--- src/hw/fbm_defines.vh ---
`ifndef FBM_DEFINES_VH
`define FBM_DEFINES_VH

`define FBM_REG_CTRL 8'h00
`define FBM_REG_ADDR 8'h04
`define FBM_REG_WDATA 8'h08
`define FBM_REG_CMD 8'h0c
`define FBM_REG_STATUS 8'h10
`define FBM_REG_RDATA 8'h14

`define FBM_CTRL_WORD 0
`define FBM_CTRL_BOOST 1
`define FBM_CTRL_HOLD 2
`define FBM_CTRL_BUF 3
`define FBM_CTRL_PROT 4
`define FBM_CTRL_RESET 5'h11

`define FBM_CMD_READ 2'h1
`define FBM_CMD_WRITE 2'h2
`define FBM_CMD_CLEAR 2'h3

`define FBM_ST_BUSY 0
`define FBM_ST_REFUSED 1
`define FBM_ST_BUFERR 2

`define FBM_BUF_WORDS 16
`define FBM_BUF_BYTES 32

`define FBM_CLK_NS 10
`define FBM_RANDOM_ACCESS_NS 100
`define FBM_PAGE_ACCESS_NS 30
`define FBM_SELECT_ACCESS_NS 100
`define FBM_WRITE_PULSE_NS 50
`define FBM_CLEAR_PULSE_NS 500
`define FBM_CLEAR_RECOVER_NS 200
`define FBM_CYC_MIN(ns) (((ns) + `FBM_CLK_NS - 1) / `FBM_CLK_NS)
`define FBM_ACC_CYC `FBM_CYC_MIN(`FBM_RANDOM_ACCESS_NS)
`define FBM_PACC_CYC `FBM_CYC_MIN(`FBM_PAGE_ACCESS_NS)
`define FBM_CE_CYC `FBM_CYC_MIN(`FBM_SELECT_ACCESS_NS)
`define FBM_WP_CYC `FBM_CYC_MIN(`FBM_WRITE_PULSE_NS)
`define FBM_RP_CYC `FBM_CYC_MIN(`FBM_CLEAR_PULSE_NS)
`define FBM_RH_CYC `FBM_CYC_MIN(`FBM_CLEAR_RECOVER_NS)

`endif

--- src/hw/fbm_axil_regs.v ---
`timescale 1ns/1ps
`include "fbm_defines.vh"
module fbm_axil_regs (
    input wire clk, // System clock
    input wire rst_b, // Async reset, active low
    input wire [7:0] awaddr, // Write address
    input wire awvalid, // Write address valid
    output reg awready, // Write address ready
    input wire [31:0] wdata, // Write data
    input wire [3:0] wstrb, // Write strobes
    input wire wvalid, // Write data valid
    output reg wready, // Write data ready
    output reg [1:0] bresp, // Write response
    output reg bvalid, // Write response valid
    input wire bready, // Write response ready
    input wire [7:0] araddr, // Read address
    input wire arvalid, // Read address valid
    output reg arready, // Read address ready
    output reg [31:0] rdata, // Read data
    output reg [1:0] rresp, // Read response
    output reg rvalid, // Read data valid
    input wire rready, // Read data ready
    output reg [4:0] ctrl_q, // Control bits
    output reg [22:0] addr_q, // Flash address, A-1 in bit 0 for byte mode
    output reg [15:0] wdat_q, // Data for the next write cycle
    output reg cmdGo_q, // One-cycle command pulse
    output reg [1:0] cmdCode_q, // Command with the pulse
    output reg errClr_q, // One-cycle clear of sticky status
    input wire [31:0] statusIn, // Live status word
    input wire [15:0] rdataIn // Last captured read data
);
    reg [7:0] awAddr_q;
    reg [31:0] wData_q;
    reg [3:0] wStrb_q;
    wire awHeld = !awready;
    wire wHeld = !wready;

    // Write side: address and data taken in either order, answered once both are in
    always @(posedge clk or negedge rst_b) begin
        if (!rst_b) begin
            awready <= 1'b1;
            wready <= 1'b1;
            bvalid <= 1'b0;
            bresp <= 2'h0;
            awAddr_q <= 8'h00;
            wData_q <= 32'h00000000;
            wStrb_q <= 4'h0;
            ctrl_q <= `FBM_CTRL_RESET;
            addr_q <= 23'h000000;
            wdat_q <= 16'h0000;
            cmdGo_q <= 1'b0;
            cmdCode_q <= 2'h0;
            errClr_q <= 1'b0;
        end else begin
            cmdGo_q <= 1'b0;
            errClr_q <= 1'b0;
            if (awvalid && awready) begin
                awAddr_q <= awaddr;
                awready <= 1'b0;
            end
            if (wvalid && wready) begin
                wData_q <= wdata;
                wStrb_q <= wstrb;
                wready <= 1'b0;
            end
            if (awHeld && wHeld && !bvalid) begin
                bvalid <= 1'b1;
                bresp <= 2'h0;
                // Partial strobes are honoured on the low lanes for the narrow fields; the address register needs all four lanes
                if (awAddr_q == `FBM_REG_CTRL) begin
                    if (wStrb_q[0])
                        ctrl_q <= wData_q[4:0];
                end else if (awAddr_q == `FBM_REG_ADDR) begin
                    if (wStrb_q == 4'hf)
                        addr_q <= wData_q[22:0];
                end else if (awAddr_q == `FBM_REG_WDATA) begin
                    if (wStrb_q[1:0] == 2'h3)
                        wdat_q <= wData_q[15:0];
                end else if (awAddr_q == `FBM_REG_CMD) begin
                    cmdGo_q <= wStrb_q[0] && (wData_q[1:0] != 2'h0);
                    cmdCode_q <= wData_q[1:0];
                end else if (awAddr_q == `FBM_REG_STATUS) begin
                    errClr_q <= wStrb_q[0];
                end else if (awAddr_q != `FBM_REG_RDATA) begin
                    bresp <= 2'h2;
                end
            end
            if (bvalid && bready) begin
                bvalid <= 1'b0;
                awready <= 1'b1;
                wready <= 1'b1;
            end
        end
    end

    // Read side: one cycle from address to data
    always @(posedge clk or negedge rst_b) begin
        if (!rst_b) begin
            arready <= 1'b1;
            rvalid <= 1'b0;
            rdata <= 32'h00000000;
            rresp <= 2'h0;
        end else if (arvalid && arready) begin
            arready <= 1'b0;
            rvalid <= 1'b1;
            rresp <= 2'h0;
            if (araddr == `FBM_REG_CTRL)
                rdata <= {27'h0000000, ctrl_q};
            else if (araddr == `FBM_REG_ADDR)
                rdata <= {9'h000, addr_q};
            else if (araddr == `FBM_REG_WDATA)
                rdata <= {16'h0000, wdat_q};
            else if (araddr == `FBM_REG_CMD)
                rdata <= 32'h00000000;
            else if (araddr == `FBM_REG_STATUS)
                rdata <= statusIn;
            else if (araddr == `FBM_REG_RDATA)
                rdata <= {16'h0000, rdataIn};
            else begin
                rdata <= 32'h00000000;
                rresp <= 2'h2;
            end
        end else if (rvalid && rready) begin
            rvalid <= 1'b0;
            arready <= 1'b1;
        end
    end
endmodule

--- src/hw/fbm_ctrl.v ---
// Chosen here: the placing of the registers and the AXI4-Lite interface to the registers.
`timescale 1ns/1ps
`include "fbm_defines.vh"
module fbm_ctrl #(
    parameter ACC_CYC = `FBM_ACC_CYC, // Full random access, cycles
    parameter PACC_CYC = `FBM_PACC_CYC, // Same-page access, cycles
    parameter CE_CYC = `FBM_CE_CYC, // Select access from standby, cycles
    parameter WP_CYC = `FBM_WP_CYC, // Write strobe low time, cycles
    parameter RP_CYC = `FBM_RP_CYC, // Clear pulse width, cycles
    parameter RH_CYC = `FBM_RH_CYC // Recovery after clear, cycles
) (
    input wire clk, // System clock
    input wire rst_b, // Async reset, active low
    input wire [7:0] awaddr, // AXI write address
    input wire awvalid, // AXI write address valid
    output wire awready, // AXI write address ready
    input wire [31:0] wdata, // AXI write data
    input wire [3:0] wstrb, // AXI write strobes
    input wire wvalid, // AXI write data valid
    output wire wready, // AXI write data ready
    output wire [1:0] bresp, // AXI write response
    output wire bvalid, // AXI write response valid
    input wire bready, // AXI write response ready
    input wire [7:0] araddr, // AXI read address
    input wire arvalid, // AXI read address valid
    output wire arready, // AXI read address ready
    output wire [31:0] rdata, // AXI read data
    output wire [1:0] rresp, // AXI read response
    output wire rvalid, // AXI read data valid
    input wire rready, // AXI read data ready
    output reg [21:0] flashAddr_q, // Flash address pins A21..A0
    input wire [15:0] dqIn, // Data pins as seen on the wire
    output reg [15:0] dqOut_q, // Data pin drive values
    output reg [15:0] dqOe_b_q, // Data pin enables, low drives
    output reg selectN_q, // Chip select, active low
    output reg outEnN_q, // Output enable, active low
    output reg writeN_q, // Write strobe, active low
    output reg clearN_q, // Hardware clear, active low
    output reg wordSel_q, // Width select: high word, low byte
    output reg protLevel_q, // Protect pin logic level when not boosted
    output reg boostEn_q // Raise protect_accel_pin to boost_voltage
);
    localparam [2:0] ST_IDLE = 3'h0;
    localparam [2:0] ST_READ = 3'h1;
    localparam [2:0] ST_WSETUP = 3'h2;
    localparam [2:0] ST_WPULSE = 3'h3;
    localparam [2:0] ST_WHOLD = 3'h4;
    localparam [2:0] ST_CLEAR = 3'h5;
    localparam [2:0] ST_RECOVER = 3'h6;

    wire [4:0] ctrl;
    wire [22:0] addr;
    wire [15:0] wdat;
    wire cmdGo;
    wire [1:0] cmdCode;
    wire errClr;
    reg [2:0] state_q;
    reg [15:0] cnt_q;
    reg [15:0] rdat_q;
    reg [15:0] dqMeta_q;
    reg [15:0] dqSync_q;
    reg [20:0] lastPage_q;
    reg pageValid_q;
    reg [5:0] bufCnt_q;
    reg refused_q;
    reg bufErr_q;
    wire wordMode = ctrl[`FBM_CTRL_WORD];
    wire boostReq = ctrl[`FBM_CTRL_BOOST];
    wire bufMode = ctrl[`FBM_CTRL_BUF];
    wire [5:0] bufLimit = wordMode ? 6'd`FBM_BUF_WORDS : 6'd`FBM_BUF_BYTES;
    wire bufFull = bufMode && (bufCnt_q >= bufLimit);
    wire busy = (state_q != ST_IDLE);
    wire [31:0] status = {26'h0000000, bufCnt_q[2:0], bufErr_q, refused_q, busy};

    // Page number: word mode drops A1..A0, byte mode drops A1..A-1
    function [20:0] pageOf;
        input [22:0] a;
        input wm;
        begin
            pageOf = wm ? {1'b0, a[21:2]} : {1'b0, a[22:3]};
        end
    endfunction

    // Address pins: byte mode shifts A-1 out onto the data msb line
    function [21:0] pinAddr;
        input [22:0] a;
        input wm;
        begin
            pinAddr = wm ? a[21:0] : a[22:1];
        end
    endfunction

    fbm_axil_regs regs (
        .clk(clk),
        .rst_b(rst_b),
        .awaddr(awaddr),
        .awvalid(awvalid),
        .awready(awready),
        .wdata(wdata),
        .wstrb(wstrb),
        .wvalid(wvalid),
        .wready(wready),
        .bresp(bresp),
        .bvalid(bvalid),
        .bready(bready),
        .araddr(araddr),
        .arvalid(arvalid),
        .arready(arready),
        .rdata(rdata),
        .rresp(rresp),
        .rvalid(rvalid),
        .rready(rready),
        .ctrl_q(ctrl),
        .addr_q(addr),
        .wdat_q(wdat),
        .cmdGo_q(cmdGo),
        .cmdCode_q(cmdCode),
        .errClr_q(errClr),
        .statusIn(status),
        .rdataIn(rdat_q)
    );

    // Data pins come from outside the clock domain
    always @(posedge clk or negedge rst_b) begin
        if (!rst_b) begin
            dqMeta_q <= 16'h0000;
            dqSync_q <= 16'h0000;
        end else begin
            dqMeta_q <= dqIn;
            dqSync_q <= dqMeta_q;
        end
    end

    // Pin sequencer; commands while busy are refused
    always @(posedge clk or negedge rst_b) begin
        if (!rst_b) begin
            state_q <= ST_IDLE;
            cnt_q <= 16'h0000;
            rdat_q <= 16'h0000;
            flashAddr_q <= 22'h000000;
            dqOut_q <= 16'h0000;
            dqOe_b_q <= 16'hffff;
            selectN_q <= 1'b1;
            outEnN_q <= 1'b1;
            writeN_q <= 1'b1;
            clearN_q <= 1'b1;
            wordSel_q <= 1'b1;
            protLevel_q <= 1'b1;
            boostEn_q <= 1'b0;
            lastPage_q <= 21'h000000;
            pageValid_q <= 1'b0;
            bufCnt_q <= 6'h00;
            refused_q <= 1'b0;
            bufErr_q <= 1'b0;
        end else begin
            wordSel_q <= wordMode;
            protLevel_q <= ctrl[`FBM_CTRL_PROT];
            boostEn_q <= boostReq;
            if (!bufMode)
                bufCnt_q <= 6'h00;
            // A set in the same cycle as the clear wins
            if (errClr) begin
                refused_q <= 1'b0;
                bufErr_q <= 1'b0;
            end
            // Byte mode: lines 8-14 float, line 15 carries A-1 whenever selected
            if (!wordMode) begin
                dqOe_b_q[14:8] <= 7'h7f;
                dqOut_q[15] <= addr[0];
                dqOe_b_q[15] <= selectN_q && !busy;
            end
            case (state_q)
                ST_IDLE: begin
                    writeN_q <= 1'b1;
                    outEnN_q <= 1'b1;
                    if (cmdGo && cmdCode == `FBM_CMD_READ && !boostReq) begin
                        flashAddr_q <= pinAddr(addr, wordMode);
                        selectN_q <= 1'b0;
                        outEnN_q <= 1'b0;
                        dqOe_b_q[7:0] <= 8'hff;
                        if (wordMode)
                            dqOe_b_q <= 16'hffff;
                        else begin
                            dqOut_q[15] <= addr[0];
                            dqOe_b_q[15] <= 1'b0;
                        end
                        // Same page with select low gets the short time; +3 covers settle and sync flops
                        if (!selectN_q && pageValid_q && lastPage_q == pageOf(addr, wordMode))
                            cnt_q <= PACC_CYC[15:0] + 16'h0003;
                        else if (selectN_q)
                            cnt_q <= (CE_CYC[15:0] > ACC_CYC[15:0] ? CE_CYC[15:0] : ACC_CYC[15:0]) + 16'h0003;
                        else
                            cnt_q <= ACC_CYC[15:0] + 16'h0003;
                        lastPage_q <= pageOf(addr, wordMode);
                        pageValid_q <= 1'b1;
                        state_q <= ST_READ;
                    end else if (cmdGo && cmdCode == `FBM_CMD_WRITE) begin
                        if (bufFull) begin
                            bufErr_q <= 1'b1;
                        end else begin
                            if (bufMode)
                                bufCnt_q <= bufCnt_q + 6'h01;
                            flashAddr_q <= pinAddr(addr, wordMode);
                            selectN_q <= 1'b0;
                            outEnN_q <= 1'b1;
                            pageValid_q <= 1'b0;
                            dqOut_q <= wordMode ? wdat : {addr[0], 7'h00, wdat[7:0]};
                            dqOe_b_q <= wordMode ? 16'h0000 : 16'h7f00;
                            state_q <= ST_WSETUP;
                        end
                    end else if (cmdGo && cmdCode == `FBM_CMD_CLEAR && !boostReq) begin
                        clearN_q <= 1'b0;
                        selectN_q <= 1'b1;
                        outEnN_q <= 1'b1;
                        dqOe_b_q <= 16'hffff;
                        pageValid_q <= 1'b0;
                        cnt_q <= RP_CYC[15:0];
                        state_q <= ST_CLEAR;
                    end else if (cmdGo) begin
                        refused_q <= 1'b1;
                    end
                end
                ST_READ: begin
                    if (cnt_q <= 16'h0001) begin
                        rdat_q <= wordMode ? dqSync_q : {8'h00, dqSync_q[7:0]};
                        outEnN_q <= 1'b1;
                        // Dropping select after each read means the next one waits the full time
                        if (!ctrl[`FBM_CTRL_HOLD]) begin
                            selectN_q <= 1'b1;
                            pageValid_q <= 1'b0;
                        end
                        state_q <= ST_IDLE;
                    end else
                        cnt_q <= cnt_q - 16'h0001;
                end
                ST_WSETUP: begin
                    writeN_q <= 1'b0;
                    cnt_q <= WP_CYC[15:0];
                    state_q <= ST_WPULSE;
                end
                ST_WPULSE: begin
                    if (cnt_q <= 16'h0001) begin
                        writeN_q <= 1'b1;
                        state_q <= ST_WHOLD;
                    end else
                        cnt_q <= cnt_q - 16'h0001;
                end
                ST_WHOLD: begin
                    // Select may drop while the flash programs or erases on its own
                    selectN_q <= 1'b1;
                    dqOe_b_q <= 16'hffff;
                    state_q <= ST_IDLE;
                end
                ST_CLEAR: begin
                    if (cnt_q <= 16'h0001) begin
                        clearN_q <= 1'b1;
                        cnt_q <= RH_CYC[15:0];
                        state_q <= ST_RECOVER;
                    end else
                        cnt_q <= cnt_q - 16'h0001;
                end
                ST_RECOVER: begin
                    // Flash is back in read-array mode after this wait
                    if (cnt_q <= 16'h0001)
                        state_q <= ST_IDLE;
                    else
                        cnt_q <= cnt_q - 16'h0001;
                end
                default: state_q <= ST_IDLE;
            endcase
            if (cmdGo && busy)
                refused_q <= 1'b1;
        end
    end
endmodule

--- config.mk ---
export PLATFORM = sky130hd
export DESIGN_NAME = fbm_ctrl
export DESIGN_NICKNAME = d
export VERILOG_FILES = /design/src/hw/fbm_axil_regs.v /design/src/hw/fbm_ctrl.v
export VERILOG_INCLUDE_DIRS = /design/src /design/src/hw
export SDC_FILE = /design/constraint.sdc
export NUM_CORES = 1
export LEC_CHECK = 0
export BUFFER_PORTS_ARGS = -buffer_cell sky130_fd_sc_hd__buf_4
export CORE_MARGIN = 3
export CORE_UTILIZATION = 42
export CTS_BUF_LIST = sky130_fd_sc_hd__clkbuf_4 sky130_fd_sc_hd__clkbuf_8 sky130_fd_sc_hd__clkbuf_16
export DETAILED_ROUTE_END_ITERATION = 12
export PLACE_DENSITY = 0.63
export SYNTH_ARGS = -nofsm -noshare
export SYNTH_HDL_FRONTEND = slang
export SYNTH_HIERARCHICAL = 1
export SYNTH_SLANG_ARGS = --single-unit
--- constraint.sdc ---
create_clock -name clk -period 6.83 [get_ports clk]
set_clock_uncertainty 0.05 [all_clocks]
set_input_delay 1.0245 -clock clk [delete_from_list [all_inputs] [get_ports clk]]
set_output_delay 1.0245 -clock clk [all_outputs]
set_load 0.02 [all_outputs]
==> impl_metrics.json <==
{
  "status": "complete, no violations",
  "r2r_setup_slack_ns": 3.78,
  "grt_pass1_wl_um": 47000,
  "synthesis.area_per_instance_um2": 12.3,
  "cts_resized": 0,
  "clockBufferDepth": 3,
  "drtIter0Drc": 481,
  "maxCapViolCount": 0,
  "min_period_over_period_pct": 44.7,
  "remaining_routing_drc_violations": 0,
  "worstHoldStart": "dqMeta_q[2]",
  "ratio_of_cells_with_drive_above_1_in_the_final_layout_pct": 35.3,
  "gr-total-overflow": 0,
  "routed_wl_um": 29600,
  "cts_setup_buffers": 0,
  "antenna_found_initial": 0,
  "mostFrequentLayoutCells": "252 x sky130_fd_sc_hd__dfrtp_1, 171 x sky130_fd_sc_hd__buf_4, 132 x sky130_fd_sc_hd__mux2_2",
  "hold_path_class": "flop to flop",
  "path_clk_slew_ns": 0.06,
  "setup_slack_ns": 3.78,
  "post_drt_via_cell_ratio": 5.26,
  "post_synth_inst_count": 996,
  "yosys.cell_types.count": 89,
  "grt_use_total_pct": 18.9,
  "final_max_slew_viol_count": 0,
  "rsz0062_at_grt": "false",
  "power_per_cell_area_mw_per_mm2": 276,
  "whs_path_depth": 0,
  "cp_cell_sequence": "buf_4 -> mux2_2 -> xor2_1 -> a2111oi_0 -> nand4_1 -> nor3_1 -> o21ai_1",
  "synth.cell_area_mm2": 0.0122,
  "fill_cells": 2541,
  "avgRoutedWirePerCell_um": 18.8,
  "reg2regPathDepth": 7,
  "grt_pass1_vias": 8308,
  "crit_slowest_cell": "sky130_fd_sc_hd__dfstp_2",
  "hold_violations": 0,
  "fmax_mhz": 328,
  "fp.dieW_um": 177,
  "ctsRootBufferMaster": "sky130_fd_sc_hd__clkbuf_16",
  "io_pins": 177,
  "final-seq-area_mm2": 0.00683,
  "cts.htree.levels": 1,
  "final_antenna_net_count": 0,
  "cellLeakagePower_nw": 7.09,
  "worst_setup_path_end_kind": "flop",
  "gp_congestion": 0.844,
  "cts_buffers": 29,
  "async_flop_share_pct": 100,
  "vdd.ir_drop.worst_v": 0.000183,
  "port_buffers": 165,
  "worstSetupStartpointType": "flop",
  "timing.final.setup_violations": 0,
  "areaGrowthSynthToFinish_pct": 20.8,
  "ys_seq_area_share_pct": 55.9,
  "cp.arrival_ns": 3.43,
  "cp_data_required_time_ns": 7.21,
  "cts_tree": "done",
  "max-slew-margin-rel_pct": 11.8,
  "number_of_enable_type_register_cells_in_the_synthesized_netlist": 0,
  "std_cell_rows": 61,
  "clkLatencyLatePin_ns": 0.56,
  "dpl.hpwl_um": 20600,
  "holdBufCountCts": 0,
  "finalSetupTns_ns": 0,
  "starting_utilization_of_the_core_area_pct": 43.3,
  "worst_r2r_endpoint": "cnt_q[3]",
  "worstPathMaxFanout": 55,
  "finalCriticalPeriod_ns": 3.05,
  "timing.hold.worst_endpoint": "dqSync_q[2]",
  "most_common_library_cell_in_the_layout_ignoring_fill_and_taps": "sky130_fd_sc_hd__dfrtp_1",
  "worst_pin_slew_ns": 1.32,
  "routed-via-count": 8268,
  "worst_r2r_startpoint": "regs/ctrl_q[0]",
  "synthesis.yosys.warnings": 6,
  "timing.critical_path.slowest_cell_delay_ns": 0.54,
  "clock_sink_count": 272,
  "synth_top_flop_cell": "sky130_fd_sc_hd__dfrtp_1",
  "grt_start_max_net_pins": 162,
  "multi_input_comb_area_mm2": 0.00510,
  "design.final.nets": 1254,
  "floorplan.core_area_mm2": 0.0282,
  "timing_worst_setup_path_type": "flop to flop",
  "fp.dieH_um": 177,
  "fp.dieArea_mm2": 0.0312,
  "detail_route.first_pass.iterations": 5,
  "synth_seq_cells": 272,
  "preCtsSetupSlack_ns": 3.29
}
[cell usage after synthesis, types with 5 or more instances]
master / n / area, um2
sky130_fd_sc_hd__dfrtp_1: 252 / 6310
sky130_fd_sc_hd__mux2_2: 132 / 1490
sky130_fd_sc_hd__nand2_1: 88 / 330
sky130_fd_sc_hd__o21ai_0: 57 / 285
sky130_fd_sc_hd__a21oi_1: 37 / 185
sky130_fd_sc_hd__nor2_1: 35 / 131
sky130_fd_sc_hd__inv_1: 25 / 93.8
sky130_fd_sc_hd__clkbuf_1: 22 / 82.6
sky130_fd_sc_hd__dfstp_2: 20 / 526
sky130_fd_sc_hd__xor2_1: 18 / 158
sky130_fd_sc_hd__mux2i_1: 17 / 170
sky130_fd_sc_hd__xnor2_1: 17 / 149
sky130_fd_sc_hd__nor3_1: 14 / 70.1
sky130_fd_sc_hd__a2bb2oi_1: 13 / 114
sky130_fd_sc_hd__o31ai_1: 13 / 97.6
sky130_fd_sc_hd__buf_2: 12 / 60.1
sky130_fd_sc_hd__mux2_4: 12 / 180
sky130_fd_sc_hd__a21o_1: 11 / 82.6
sky130_fd_sc_hd__nand3_1: 11 / 55.1
sky130_fd_sc_hd__a32oi_1: 10 / 87.6
sky130_fd_sc_hd__buf_4: 10 / 75.1
sky130_fd_sc_hd__a22o_1: 9 / 78.8
sky130_fd_sc_hd__nor4_1: 9 / 56.3
sky130_fd_sc_hd__o21a_1: 8 / 60.1
sky130_fd_sc_hd__mux2_1: 7 / 78.8
sky130_fd_sc_hd__nor2b_1: 7 / 43.8
sky130_fd_sc_hd__buf_6: 6 / 67.6
sky130_fd_sc_hd__ha_1: 6 / 75.1
sky130_fd_sc_hd__o21ai_1: 6 / 30.0
sky130_fd_sc_hd__a221o_1: 5 / 50.1
sky130_fd_sc_hd__and2_1: 5 / 31.3
sky130_fd_sc_hd__and3_1: 5 / 31.3
sky130_fd_sc_hd__o211ai_1: 5 / 37.5
[final cells by class]
type	instances	share of cell area, %
tap	378	3.20
multi-input combinational	672	34.5
inverter	25	0.635
clock inverter	2	0.169
antenna	1	0.0169
clock buffer	50	6.27
timing repair buffer	173	8.93
sequential	272	46.2
[sequential cells by signal, summed over array words and instances (netlist names), 2 cells and up]
name,cells
bufCnt_q,6
cnt_q,16
dqMeta_q,16
dqOe_b_q,9
dqOut_q,16
dqSync_q,16
flashAddr_q,22
lastPage_q,20
rdat_q,16
regs/addr_q,23
regs/awAddr_q,8
regs/cmdCode_q,2
regs/ctrl_q,5
regs/rdata,32
regs/wData_q,23
regs/wStrb_q,4
regs/wdat_q,16
state_q,3
[how the worst max path moves through the flow]
| stage | from | to | slack (ns) | cells past startpoint |
|---|---|---|---|---|
| 2_1_floorplan | araddr[4] | regs/rdata[16] | 4.27 | 5 |
| 3_3_place_gp | araddr[1] | regs/rdata[18] | 3.36 | 5 |
| 3_5_place_dp | araddr[1] | regs/rdata[20] | 3.29 | 5 |
| 4_1_cts | regs/ctrl_q[0] | cnt_q[3] | 3.72 | 7 |
| 5_1_grt | regs/ctrl_q[0] | cnt_q[3] | 3.51 | 7 |
| 6_report | regs/ctrl_q[0] | cnt_q[3] | 3.78 | 7 |
[stage by stage]
stage | power (mW) | area [um2] | std cells | utilization, % | hold WS [ns]
after global placement | 2.54 | 13800 | 1520 | 48.9 | 0.282
after floorplan | 2.32 | 12300 | 1022 | - | 0.281
after CTS | 4.12 | 14800 | 1572 | 52.3 | 0.298
final | 4.08 | 14800 | 1573 | 52.3 | 0.296
after detailed placement | 2.56 | 13800 | 1520 | 48.9 | 0.285
after global routing | 4.27 | 14800 | 1572 | 52.3 | 0.304
[worst max-delay path: cells and delay by family (launching register included)]
family / cells / cell delay [ns]
compound gates: 2 / 0.58
simple gates: 2 / 0.56
flops: 1 / 0.54
buf+inv: 1 / 0.54
mux: 1 / 0.45
xor+xnor: 1 / 0.15
[kinds of logic after synthesis]
logic type	after synthesis	synth area share, %
adder cells (fa/ha/maj)	7	0.696
AND/OR/NAND/NOR	222	9.96
multiplexers	168	15.7
flip-flops	272	55.9
buffers and inverters	78	3.19
XOR/XNOR	35	2.51
other	2	0.0614
AO/OA/AOI/OAI	212	12.1
[where the power goes]
part           internal (mW)  total [mW]  switching, mW
registers               1.79        1.95          0.160
logic                  0.271       0.579          0.308
clock network          0.919        1.54          0.624
total                   2.98        4.08           1.09
[metal layers]
| metal | track usage (%) | share of wire (%) |
|---|---|---|
| met1 | 27.0 | 46 |
| met3 | 3.15 | 4.9 |
| met4 | 4.29 | 2.0 |
| met5 | 0 | 0 |
| met2 | 30.6 | 47 |
(Power assumes the default switching activity.)
